$ cat src/verilog/gtc_pkg.sv
// package: register map, field positions and constants of the gated 16-bit timer
package gtc_pkg;
    // apb word offsets
    localparam logic [7:0] ADDR_COUNT_LOW  = 8'h00;
    localparam logic [7:0] ADDR_COUNT_HIGH = 8'h04;
    localparam logic [7:0] ADDR_CONTROL    = 8'h08;
    localparam logic [7:0] ADDR_GATE       = 8'h0c;
    localparam logic [7:0] ADDR_STATUS     = 8'h10;
    localparam logic [7:0] ADDR_MASK       = 8'h14;
    // control register fields
    localparam int CTL_ON     = 0;
    localparam int CTL_SYNCD  = 2;
    localparam int CTL_OSCEN  = 3;
    localparam int CTL_PS_LO  = 4;
    localparam int CTL_SRC_LO = 6;
    // gate register fields
    localparam int GATE_EN  = 0;
    localparam int GATE_POL = 1;
    // status and mask bit
    localparam int ST_OVF = 0;
    // widths
    localparam int COUNT_W = 16;
    localparam int BYTE_W  = 8;
    localparam int PS_W    = 2;
    localparam int PRE_W   = 3;
    localparam int DATA_W  = 32;
    // reset values
    localparam logic [7:0]  CONTROL_RST = 8'h00;
    localparam logic [1:0]  GATE_RST    = 2'h0;
    localparam logic [15:0] COUNT_RST   = 16'h0000;
    localparam logic [15:0] COUNT_MAX   = 16'hffff;
    // instruction clock is the system clock divided by four
    localparam int INSTR_DIV = 4;
    localparam logic [1:0] PHASE_LAST = 2'(INSTR_DIV - 1);
    localparam real CLK_PERIOD_NS = 25.0;
    // clock source codes
    typedef enum logic [1:0] {
        SRC_INSTR = 2'h0,
        SRC_SYS   = 2'h1,
        SRC_EXT   = 2'h2,
        SRC_LFINT = 2'h3
    } src_t;
endpackage

$ cat src/verilog/gated_timer.sv
// gated 16-bit timer/counter with apb register slave
// How it works
// - 16-bit count; byte writes replace live count
// - on bit off stops; gate enable qualifies
// - source field and oscillator enable pick clock
// - instruction clock advances once per four cycles
// - system clock advances four per instruction
// - external pin counts on rising edges
// - external input synchronised or passed through
// - falling edge needed before first rising edge
// - prescaler divides by 1, 2, 4, 8
// - prescaler hidden, cleared by count writes
// - oscillator enable starts crystal, runs asleep
// - overflow wakes only in async external mode
// - rollover FFFFh to 0000h sets overflow flag
// - gated count only while gate equals polarity
// - sync disable bypasses external synchroniser
//
// Added by the designer: the register offsets and the APB slave port.
`timescale 1ns/10ps
module gated_timer
    import gtc_pkg::*;
(
    input  wire logic                  i_clk,
    input  wire logic                  i_rstn,
    input  wire logic                  i_psel,
    input  wire logic                  i_penable,
    input  wire logic                  i_pwrite,
    input  wire logic [7:0]            i_paddr,
    input  wire logic [gtc_pkg::DATA_W-1:0] i_pwdata,
    output logic                       o_pready,
    output logic [gtc_pkg::DATA_W-1:0] o_prdata,
    output logic                       o_pslverr,
    input  wire logic                  i_external_count_input,
    input  wire logic                  i_crystal_in_pin,
    input  wire logic                  i_low_freq_internal_osc,
    input  wire logic                  i_gate_input_pin,
    input  wire logic                  i_sleep,
    output logic                       o_crystal_out_pin,
    output logic                       o_sosc_run,
    output logic                       o_wake,
    output logic                       o_irq
);
    import gtc_pkg::*;

    // register state
    logic [COUNT_W-1:0] count_reg;          // live count
    logic [PRE_W-1:0]   pre_reg;            // hidden prescale counter
    logic [1:0]         phase_reg;          // instruction clock phase
    logic               counter_on_reg;     // on bit
    logic               sync_disable_reg;   // bypass synchroniser
    logic               secondary_osc_enable_reg;
    logic [PS_W-1:0]    prescale_select_reg;
    src_t               clock_source_select_reg;
    logic               gate_count_enable_reg;
    logic               gate_polarity_reg;
    logic               status_reg;         // sticky overflow flag
    logic               mask_reg;           // interrupt mask
    logic               ext_s1_reg;         // synchroniser first stage
    logic               ext_s2_reg;         // synchroniser second stage
    logic               ext_raw_reg;        // unsynchronised sample
    logic               osc_lvl_reg;        // crystal / lfint sample
    logic               lvl_prev_reg;       // previous source level
    logic               armed_reg;          // falling edge seen
    logic               on_prev_reg;        // on bit, last cycle
    logic               pready_reg;
    logic [DATA_W-1:0]  prdata_reg;
    logic               pslverr_reg;
    logic               irq_reg;
    logic               wake_reg;
    logic               xout_reg;
    logic               sosc_run_reg;

    // combinational helpers
    logic               acc;                // apb access completing
    logic               wr;                 // write taking effect
    logic               wr_low;
    logic               wr_high;
    logic               wr_count;
    logic               mapped;
    logic               ext_lvl;
    logic               src_lvl;
    logic               rise;
    logic               fall;
    logic               tick;
    logic               gate_ok;
    logic               async_ext;
    logic               run;
    logic [PRE_W-1:0]   pre_mask;
    logic               inc;
    logic               ovf;
    logic [DATA_W-1:0]  rdata_next;

    // apb decode: one wait state, answer comes from flops
    assign acc      = i_psel & i_penable & pready_reg;
    assign wr       = acc & i_pwrite;
    assign wr_low   = wr & (i_paddr == ADDR_COUNT_LOW);
    assign wr_high  = wr & (i_paddr == ADDR_COUNT_HIGH);
    assign wr_count = wr_low | wr_high;
    assign mapped   = (i_paddr == ADDR_COUNT_LOW) | (i_paddr == ADDR_COUNT_HIGH)
                    | (i_paddr == ADDR_CONTROL) | (i_paddr == ADDR_GATE)
                    | (i_paddr == ADDR_STATUS) | (i_paddr == ADDR_MASK);

    // pass-through uses one flop instead of two, at the cost of metastability margin
    assign ext_lvl = sync_disable_reg ? ext_raw_reg : ext_s2_reg;

    // source level for edge detection
    always_comb begin
        if (clock_source_select_reg == SRC_EXT && !secondary_osc_enable_reg) begin
            src_lvl = ext_lvl;
        end else begin
            src_lvl = osc_lvl_reg;  // crystal or low-frequency oscillator
        end
    end

    assign rise = src_lvl & ~lvl_prev_reg;
    assign fall = ~src_lvl & lvl_prev_reg;

    // source tick selection
    always_comb begin
        unique case (clock_source_select_reg)
            SRC_INSTR: tick = (phase_reg == PHASE_LAST);
            SRC_SYS:   tick = 1'b1;
            SRC_EXT:   tick = rise & armed_reg;
            SRC_LFINT: tick = rise;
        endcase
    end

    // enable: on bit, gate, and sleep
    assign gate_ok   = ~gate_count_enable_reg
                     | (i_gate_input_pin == gate_polarity_reg);
    assign async_ext = (clock_source_select_reg == SRC_EXT) & sync_disable_reg;
    assign run       = counter_on_reg & gate_ok & (~i_sleep | async_ext);

    // prescaler pulse once its selected low bits are all ones
    assign pre_mask = PRE_W'((1 << prescale_select_reg) - 1);
    assign inc      = tick & run & ((pre_reg & pre_mask) == pre_mask);
    assign ovf      = inc & (count_reg == COUNT_MAX) & ~wr_count;

    // instruction clock phase, free running
    always_ff @(posedge i_clk or negedge i_rstn) begin
        if (!i_rstn) begin
            phase_reg <= 2'h0;
        end else begin
            phase_reg <= phase_reg + 2'h1;
        end
    end

    // input sampling; first stage feeds only the second
    always_ff @(posedge i_clk or negedge i_rstn) begin
        if (!i_rstn) begin
            ext_s1_reg  <= 1'b0;
            ext_s2_reg  <= 1'b0;
            ext_raw_reg <= 1'b0;
            osc_lvl_reg <= 1'b0;
        end else begin
            ext_s1_reg  <= i_external_count_input;
            ext_s2_reg  <= ext_s1_reg;
            ext_raw_reg <= i_external_count_input;
            osc_lvl_reg <= (clock_source_select_reg == SRC_LFINT) ?
                           i_low_freq_internal_osc : i_crystal_in_pin;
        end
    end

    // edge history and on-bit history
    always_ff @(posedge i_clk or negedge i_rstn) begin
        if (!i_rstn) begin
            lvl_prev_reg <= 1'b0;
            on_prev_reg  <= 1'b0;
        end else begin
            lvl_prev_reg <= src_lvl;
            on_prev_reg  <= counter_on_reg;
        end
    end

    // arm flag: an on-bit change, the off state or a count write demands a fresh falling edge
    always_ff @(posedge i_clk or negedge i_rstn) begin
        if (!i_rstn) begin
            armed_reg <= 1'b0;
        end else if (wr_count || (counter_on_reg != on_prev_reg) || !counter_on_reg) begin
            armed_reg <= 1'b0;
        end else if (fall) begin
            armed_reg <= 1'b1;
        end
    end

    // prescale counter, never visible on the bus
    always_ff @(posedge i_clk or negedge i_rstn) begin
        if (!i_rstn) begin
            pre_reg <= '0;
        end else if (wr_count) begin
            pre_reg <= '0;
        end else if (tick && run) begin
            pre_reg <= pre_reg + PRE_W'(1);
        end
    end

    // live count; a byte write beats a concurrent increment
    always_ff @(posedge i_clk or negedge i_rstn) begin
        if (!i_rstn) begin
            count_reg <= COUNT_RST;
        end else if (wr_count) begin
            if (wr_low) begin
                count_reg[BYTE_W-1:0] <= i_pwdata[BYTE_W-1:0];
            end else begin
                count_reg[COUNT_W-1:BYTE_W] <= i_pwdata[BYTE_W-1:0];
            end
        end else if (inc) begin
            count_reg <= count_reg + COUNT_W'(1);
        end
    end

    // control and gate registers
    always_ff @(posedge i_clk or negedge i_rstn) begin
        if (!i_rstn) begin
            counter_on_reg           <= CONTROL_RST[CTL_ON];
            sync_disable_reg         <= CONTROL_RST[CTL_SYNCD];
            secondary_osc_enable_reg <= CONTROL_RST[CTL_OSCEN];
            prescale_select_reg      <= CONTROL_RST[CTL_PS_LO +: PS_W];
            clock_source_select_reg  <= src_t'(CONTROL_RST[CTL_SRC_LO +: 2]);
            gate_count_enable_reg    <= GATE_RST[GATE_EN];
            gate_polarity_reg        <= GATE_RST[GATE_POL];
        end else if (wr && i_paddr == ADDR_CONTROL) begin
            counter_on_reg           <= i_pwdata[CTL_ON];
            sync_disable_reg         <= i_pwdata[CTL_SYNCD];
            secondary_osc_enable_reg <= i_pwdata[CTL_OSCEN];
            prescale_select_reg      <= i_pwdata[CTL_PS_LO +: PS_W];
            clock_source_select_reg  <= src_t'(i_pwdata[CTL_SRC_LO +: 2]);
        end else if (wr && i_paddr == ADDR_GATE) begin
            gate_count_enable_reg <= i_pwdata[GATE_EN];
            gate_polarity_reg     <= i_pwdata[GATE_POL];
        end
    end

    // sticky overflow: a rollover in the clearing cycle still sets it
    always_ff @(posedge i_clk or negedge i_rstn) begin
        if (!i_rstn) begin
            status_reg <= 1'b0;
            mask_reg   <= 1'b0;
        end else begin
            if (ovf) begin
                status_reg <= 1'b1;
            end else if (wr && i_paddr == ADDR_STATUS && i_pwdata[ST_OVF]) begin
                status_reg <= 1'b0;
            end
            if (wr && i_paddr == ADDR_MASK) begin
                mask_reg <= i_pwdata[ST_OVF];
            end
        end
    end

    // interrupt, wake and oscillator outputs
    always_ff @(posedge i_clk or negedge i_rstn) begin
        if (!i_rstn) begin
            irq_reg      <= 1'b0;
            wake_reg     <= 1'b0;
            xout_reg     <= 1'b0;
            sosc_run_reg <= 1'b0;
        end else begin
            irq_reg      <= status_reg & mask_reg;
            wake_reg     <= ovf & i_sleep & async_ext;
            // inverting crystal drive; sleep does not stop it
            xout_reg     <= secondary_osc_enable_reg & ~i_crystal_in_pin;
            sosc_run_reg <= secondary_osc_enable_reg;
        end
    end

    // read mux; unmapped reads return zero
    always_comb begin
        rdata_next = '0;
        unique case (i_paddr)
            ADDR_COUNT_LOW:  rdata_next[BYTE_W-1:0] = count_reg[BYTE_W-1:0];
            ADDR_COUNT_HIGH: rdata_next[BYTE_W-1:0] = count_reg[COUNT_W-1:BYTE_W];
            ADDR_CONTROL: begin
                rdata_next[CTL_ON]             = counter_on_reg;
                rdata_next[CTL_SYNCD]          = sync_disable_reg;
                rdata_next[CTL_OSCEN]          = secondary_osc_enable_reg;
                rdata_next[CTL_PS_LO +: PS_W]  = prescale_select_reg;
                rdata_next[CTL_SRC_LO +: 2]    = clock_source_select_reg;
            end
            ADDR_GATE: begin
                rdata_next[GATE_EN]  = gate_count_enable_reg;
                rdata_next[GATE_POL] = gate_polarity_reg;
            end
            ADDR_STATUS: rdata_next[ST_OVF] = status_reg;
            ADDR_MASK:   rdata_next[ST_OVF] = mask_reg;
            default:     rdata_next = '0;
        endcase
    end

    // apb answer: pready one cycle into the access phase
    always_ff @(posedge i_clk or negedge i_rstn) begin
        if (!i_rstn) begin
            pready_reg  <= 1'b0;
            prdata_reg  <= '0;
            pslverr_reg <= 1'b0;
        end else if (i_psel && i_penable && !pready_reg) begin
            pready_reg  <= 1'b1;
            prdata_reg  <= i_pwrite ? '0 : rdata_next;
            pslverr_reg <= ~mapped;
        end else begin
            pready_reg  <= 1'b0;
            prdata_reg  <= '0;
            pslverr_reg <= 1'b0;
        end
    end

    assign o_pready          = pready_reg;
    assign o_prdata          = prdata_reg;
    assign o_pslverr         = pslverr_reg;
    assign o_irq             = irq_reg;
    assign o_wake            = wake_reg;
    assign o_crystal_out_pin = xout_reg;
    assign o_sosc_run        = sosc_run_reg;
endmodule

$ cat config.mk
export PLATFORM = sky130hd
export DESIGN_NAME = gated_timer
export DESIGN_NICKNAME = d
export VERILOG_FILES = /design/src/verilog/gtc_pkg.sv /design/src/verilog/gated_timer.sv
export SDC_FILE = /design/constraint.sdc
export NUM_CORES = 1
export LEC_CHECK = 0
export BUFFER_PORTS_ARGS = -buffer_cell sky130_fd_sc_hd__buf_2
export CORE_MARGIN = 3
export CORE_UTILIZATION = 45
export CTS_BUF_LIST = sky130_fd_sc_hd__clkbuf_8
export DETAILED_ROUTE_END_ITERATION = 10
export PLACE_DENSITY = 0.71
export SLEW_MARGIN = 20
export SYNTH_ARGS = -nofsm -noshare
export SYNTH_HDL_FRONTEND = slang
export SYNTH_SLANG_ARGS = --single-unit
$ cat constraint.sdc
create_clock -name i_clk -period 5.93 [get_ports i_clk]
set_input_delay 0.593 -clock i_clk [delete_from_list [all_inputs] [get_ports i_clk]]
set_output_delay 0.593 -clock i_clk [all_outputs]
set_load 0.005 [all_outputs]
==> metrics.md, run 1 <==
| Metric | Value |
|---|---|
| Worst VDD drop | `0.0000752 V` |
| Initial Util | `47.5%` |
| Final Hold Fails | `0` |
| Crit Path Class | `in -> reg` |
| Synth unique cells | `59` |
| Die Wd | `around 89 µm` |
| CP Capture Type | `flip-flop` |
| I/O pins | `88` |
| Post-CTS setup buffer count | `0` |
| Top-count cell post-synth | `dfrtp_1` |
| Hold Slack | `387 ps` |
| Vias per cell | `5.70` |
| Worst slack at placement | `around 2700 ps` |
| P&R area growth vs syn | `6.86%` |
| Routed length per placed instance | `16.5 µm` |
| Total track usage | `18.5%` |
| Hold Path Depth | `1` |
| Synth top area cells | `dfrtp_1, buf_4, mux2_4` |
| Synthesized area | `3070 µm²` |
| DR pass1 iterations | `5` |
| Setup TNS | `0 ps` |
| Layout Cells excl Fill | `423` |
| CP max FO | `17` |
| Met2 wire length | `3300 µm` |
| Detailed placer's ending HPWL | `5170 µm` |
| Number of CTS-inserted buffers | `5` |
| Max Fclk | `407 MHz` |
| Routed Antenna Nets | `0` |
| Int Pwr | `roughly 450 µW` |
| FF-to-FF path depth | `5` |
| Cell taking the most area after synthesis | `dfrtp_1` |
| Maximum number of pins on one net before global-route repair | `53` |
| Min Tclk post-route | `2460 ps` |
| Die H | `88.5 µm` |
| Post-layout util | `50.7%` |
| Post-synth top flop | `dfrtp_1` |
| Combinational share of power | `6.7%` |
| N_diodes | `0` |
| Total Wirelength | `about 7000 µm` |
| Unrepaired setup endpoints after global routing | `no` |
| WL met3 | `402 µm` |
| Run status | `finished, final reports clean` |
| Worst-margin pin slew | `742 ps` |
| PD cells | `184 nW/µm²` |
| Top Layer Used | `met4` |
| Synth Warn # | `0` |
| Yosys reg bits | `52` |
| Worst skew pair latency | `310 ps` |
| DR vias | `2411` |
| Max-Cap Viols | `0` |
| Synth top area share | `42.4%` |
| Avg Cell Area, Syn | `slightly below 10 µm²` |
| Switching power | `151 µW` |
| Area of the die | `7840 µm²` |
| Fin. max-slew vios | `0` |
| Sequential fraction of the synthesis area | `42.4%` |
| Layout Nets | `around 400` |
| CTS Buffer Depth | `2` |
| Seq pwr share | `59.5%` |
| Clk slew on worst S/H paths | `100 ps` |
| Cts repair resizes | `0` |
| Fin crit share | `41.5%` |
| Root Driver | `clkbuf_8` |
| Placed insts | `414` |
| Async SR Flop Fraction | `100%` |
| H-tree Lvls | `2` |
| 1st-iter DRT viols | `255` |
| Worst Path Required | `slightly above 6000 ps` |
| Met1 wire length | `3210 µm` |
| Setup ws final | `3470 ps` |
| GPL Wtd Cong | `0.921` |
| Global-route wire length before repair | `11300 µm` |
| Share of cells above drive strength 1 | `20.2%` |
| Vias in the first global route | `2200` |
| CTS Hold Bufs | `0` |
| Relative slew slack | `50.4%` |
| Max Clock Skew | `10.4 ps` |
| CTS tree | `yes` |
| P_leak | `approximately 0.0016 µW` |
| Final setup fails | `0` |
| Remaining global-route overflow | `0` |
| Worst setup SP type | `input pin` |
| Synth Instances | `312` |
| Worst Hold Class | `in -> reg` |
| Fill count | `622` |
| Clk pwr share | `33.8%` |
| Clock sink count | `52` |
| Max reg flops | `16` |
| DR DRC count | `0` |
| Most frequent cells after synthesis | `dfrtp_1, buf_4, nand2_1, nor2_1, nand3_1` |
| Net Sw Frac | `25.0%` |
| Floorplan core area | `6460 µm²` |
| FP Rows | `29` |
| Post-synth EDFFs | `0` |
| Buffers added on ports | `39` |
| Worst path arrival time | `2660 ps` |
| Initial antenna violation count | `0` |
placed cells by master, fill, tap and decap left out, types with 9 or more instances in the layout:
cell type	instances
o21ai_0	10
nand3_1	14
a21oi_1	9
dfrtp_1	52
mux2i_1	10
conb_1	24
nand2_1	25
inv_1	13
o211ai_1	12
buf_2	39
nor2_1	25
kinds of logic after synthesis:
family / Yosys count / synth area share, %
adders and majority gates: 3 / 1.22
xor gates and xnor gates: 3 / 0.857
DFF: 52 / 42.4
and+or+nand+nor: 115 / 21.0
muxes: 22 / 8.53
other: 1 / 0.122
AOI/OAI and AO/OA: 66 / 15.4
buffers and inverters: 50 / 10.4
metal layers:
layer,global-route usage (%),vias up
li1,-,1151
met1,26.3,1159
met2,30.3,91
met3,3.35,10
met4,2.88,0
met5,0,-
final cells by class:
cell class                      count  area [µm²]  share of cell area [%]
Clock inverter                      3        20.0                   0.611
Sequential cell                    52        1300                    39.7
Timing Repair Buffer               41         214                    6.53
Clock buffer                        5        68.8                    2.10
Inverter                           12        45.0                    1.38
Tap cell                           77        96.3                    2.94
Multi-Input combinational cell    233        1530                    46.7
worst max-delay path: stages:
cell     delay [ps]
buf_2           130
nor4_4          440
and3_1          640
nand2_1         300
o21ai_2         200
mux2_1          350
final timing paths:
| kind | startpoint | slack (ps) | endpoint |
|---|---|---|---|
| hold reg to reg | ext_raw_reg | 390 | ext_s2_reg |
| max in group asynchronous | i_rstn | 5100 | count_reg[12] |
| hold / removal | i_external_count_input | 390 | ext_raw_reg |
| min in group asynchronous | i_rstn | 400 | o_pslverr |
| setup reg to reg | clock_source_select_reg[0] | 3590 | count_reg[1] |
| setup / recovery | i_paddr[5] | 3470 | count_reg[1] |
power groups by stage:
stage	logic [µW]	clock network, µW	registers [µW]
after global placement	39.7	0	366
after CTS	40.3	208	359
after detailed placement	40.1	0	366
after floorplan	27.5	0	366
after global routing	45.3	221	359
final	40.3	204	359
stage by stage:
stage	cell area, µm²	total power (µW)
4_1_cts	3260	607
5_1_grt	3280	626
3_5_place_dp	3180	406
6_report	3280	603
3_3_place_gp	3180	406
2_1_floorplan	3150	393
(Power assumes the default switching activity.)
==> run 2: changes to the inputs <==
Clock period 5.93 ns to 2.3 ns, I/O delays scaled along.
==> metrics.md, run 2 (synthesis gave the netlist of run 1 again) <==
| Metric | Value |
|---|---|
| Maximum number of pins on one net before global-route repair | `50` |
| FF-to-FF path depth | `6` |
| Worst VDD drop | `0.000241 V` |
| Slowest stage cell, crit path | `dfrtp_1` |
| I/O pins | `88` |
| Critical Path Max Stage Delay | `390 ps` |
| CP max FO | `7` |
| Max reg flops | `16` |
| Vias per cell | `5.59` |
| Buffers added on ports | `39` |
| P_leak | `0.00169 µW` |
| DR DRC count | `0` |
| Die Wd | `88.5 µm` |
| Min Tclk post-route | `2070 ps` |
| Unrepaired setup endpoints after global routing | `no` |
| Clk pwr share | `34.5%` |
| Final setup fails | `0` |
| Area of the die | `7840 µm²` |
| Max Fclk | `484 MHz` |
| Routed length per placed instance | `15.9 µm` |
| Worst setup SP type | `flip-flop` |
| Switching power | `406 µW` |
| Commonest non-fill, non-tap cells in the layout | `dfrtp_1, buf_2, nand2_1, nor2_1, conb_1` |
| Vias in the first global route | `roughly 2200` |
| Clk slew on worst S/H paths | `100 ps` |
| Crit Path Class | `reg -> reg` |
| Total Wirelength | `6990 µm` |
| Initial antenna violation count | `0` |
| Final instance area | `3410 µm²` |
| Hold Slack | `63.4 ps` |
| DR pass1 iterations | `5` |
| Root Driver | `clkbuf_8` |
| Int Pwr | `about 1200 µW` |
| Combinational share of power | `under 10%` |
| Max-Cap Viols | `0` |
| P&R area growth vs syn | `11.3%` |
| Floorplan core area | `roughly 6500 µm²` |
| Layout Nets | `414` |
| Net Sw Frac | `25.6%` |
| Hold Path Depth | `2` |
| Fin crit share | `89.9%` |
| N_diodes | `0` |
| H-tree Lvls | `2` |
| Worst slack at placement | `270 ps` |
| Worst Path Required | `2570 ps` |
| Remaining global-route overflow | `0` |
| Final Hold Fails | `0` |
| Setup TNS | `0 ps` |
| Total track usage | `18.6%` |
| Setup ws final | `233 ps` |
| Initial Util | `47.5%` |
| Share of cells above drive strength 1 | `a little under a quarter` |
| PD cells | `464 nW/µm²` |
| CTS Buffer Depth | `2` |
| Worst-path cell chain | `or3_1 -> a32oi_2 -> nand4_2 -> buf_4 -> a211oi_1 -> o21a_1` |
| Routed Antenna Nets | `0` |
| DR vias | `2453` |
| GPL Wtd Cong | `0.916` |
| Commonest non-fill, non-tap cell in the layout | `dfrtp_1` |
| Run status | `finished, final reports clean` |
| FP Rows | `29` |
| Global-route wire length before repair | `11300 µm` |
| Worst path arrival time | `2330 ps` |
| Fin. max-slew vios | `0` |
| CP Capture Type | `flip-flop` |
| Seq pwr share | `58.4%` |
| Worst Hold Class | `in -> reg` |
| CTS tree | `yes` |
| Post-Place Cell Area | `3300 µm²` |
| Number of CTS-inserted buffers | `5` |
| Worst skew pair latency | `320 ps` |
| Die H | `88.5 µm` |
| Max Clock Skew | `around 9 ps` |
| 1st-iter DRT viols | `approximately 220` |
| Detailed placer's ending HPWL | `5250 µm` |
| Clock sink count | `52` |
[run 2: power groups by stage]
stage	sequential (µW)	combinational, µW	clock, µW
6_report	926	112	547
5_1_grt	927	126	600
4_1_cts	926	111	561
3_5_place_dp	944	109	0
3_3_place_gp	943	107	0
2_1_floorplan	943	70.8	0
[run 2: through the flow]
step                std cells  util (%)  total power, µW
finish                    439      52.8             1580
global route              439      52.8             1650
CTS                       438      52.7             1600
detailed placement        429      51.1             1050
global placement          429      51.1             1050
floorplan                 335         -             1010
[run 2: area by class of cell]
type                    instances  area (µm²)
multi-input cells             233        1530
repair buffers                 57         348
flip-flops and latches         52        1300
clock inverters                 3        22.5
well taps                      77        96.3
clock buffers                   5        68.8
fillers                       592        3050
inverters                      12        45.0
[run 2: what timing repair did]
action                    4_1_cts  5_1_grt
resized for setup               0        0
setup buffers                   0        0
hold endpoints to repair       52        1
hold buffers                    1        1
[run 2: routing by layer]
| metal | global-route usage, % | up-vias | share of wire (%) | wire (µm) |
|---|---|---|---|---|
| met4 | 2.88 | 0 | 0.69 | 48 |
| met2 | 30.3 | 90 | 47 | 3270 |
| li1 | - | 1188 | - | - |
| met3 | 4.75 | 5 | 7.2 | 502 |
| met1 | 25.7 | 1170 | 45 | 3160 |
| met5 | 0 | - | 0 | 0 |
[run 2: worst max-delay path, delay by kind of cell, from the launching register on]
family	cells	cell delay, ps
buf+inv	1	250
compound gates	3	690
simple gates	2	680
flops	1	390
[run 2: path summary, 6_finish.rpt]
kind / start / endpoint / slack (ps)
setup / recovery: clock_source_select_reg[0] / count_reg[2] / 230
hold / removal: i_crystal_in_pin / o_crystal_out_pin / 60
setup reg to reg: clock_source_select_reg[0] / count_reg[2] / 230
hold reg to reg: ext_raw_reg / ext_s2_reg / 400
max in group asynchronous: i_rstn / sync_disable_reg / 1600
min in group asynchronous: i_rstn / o_pslverr / 250
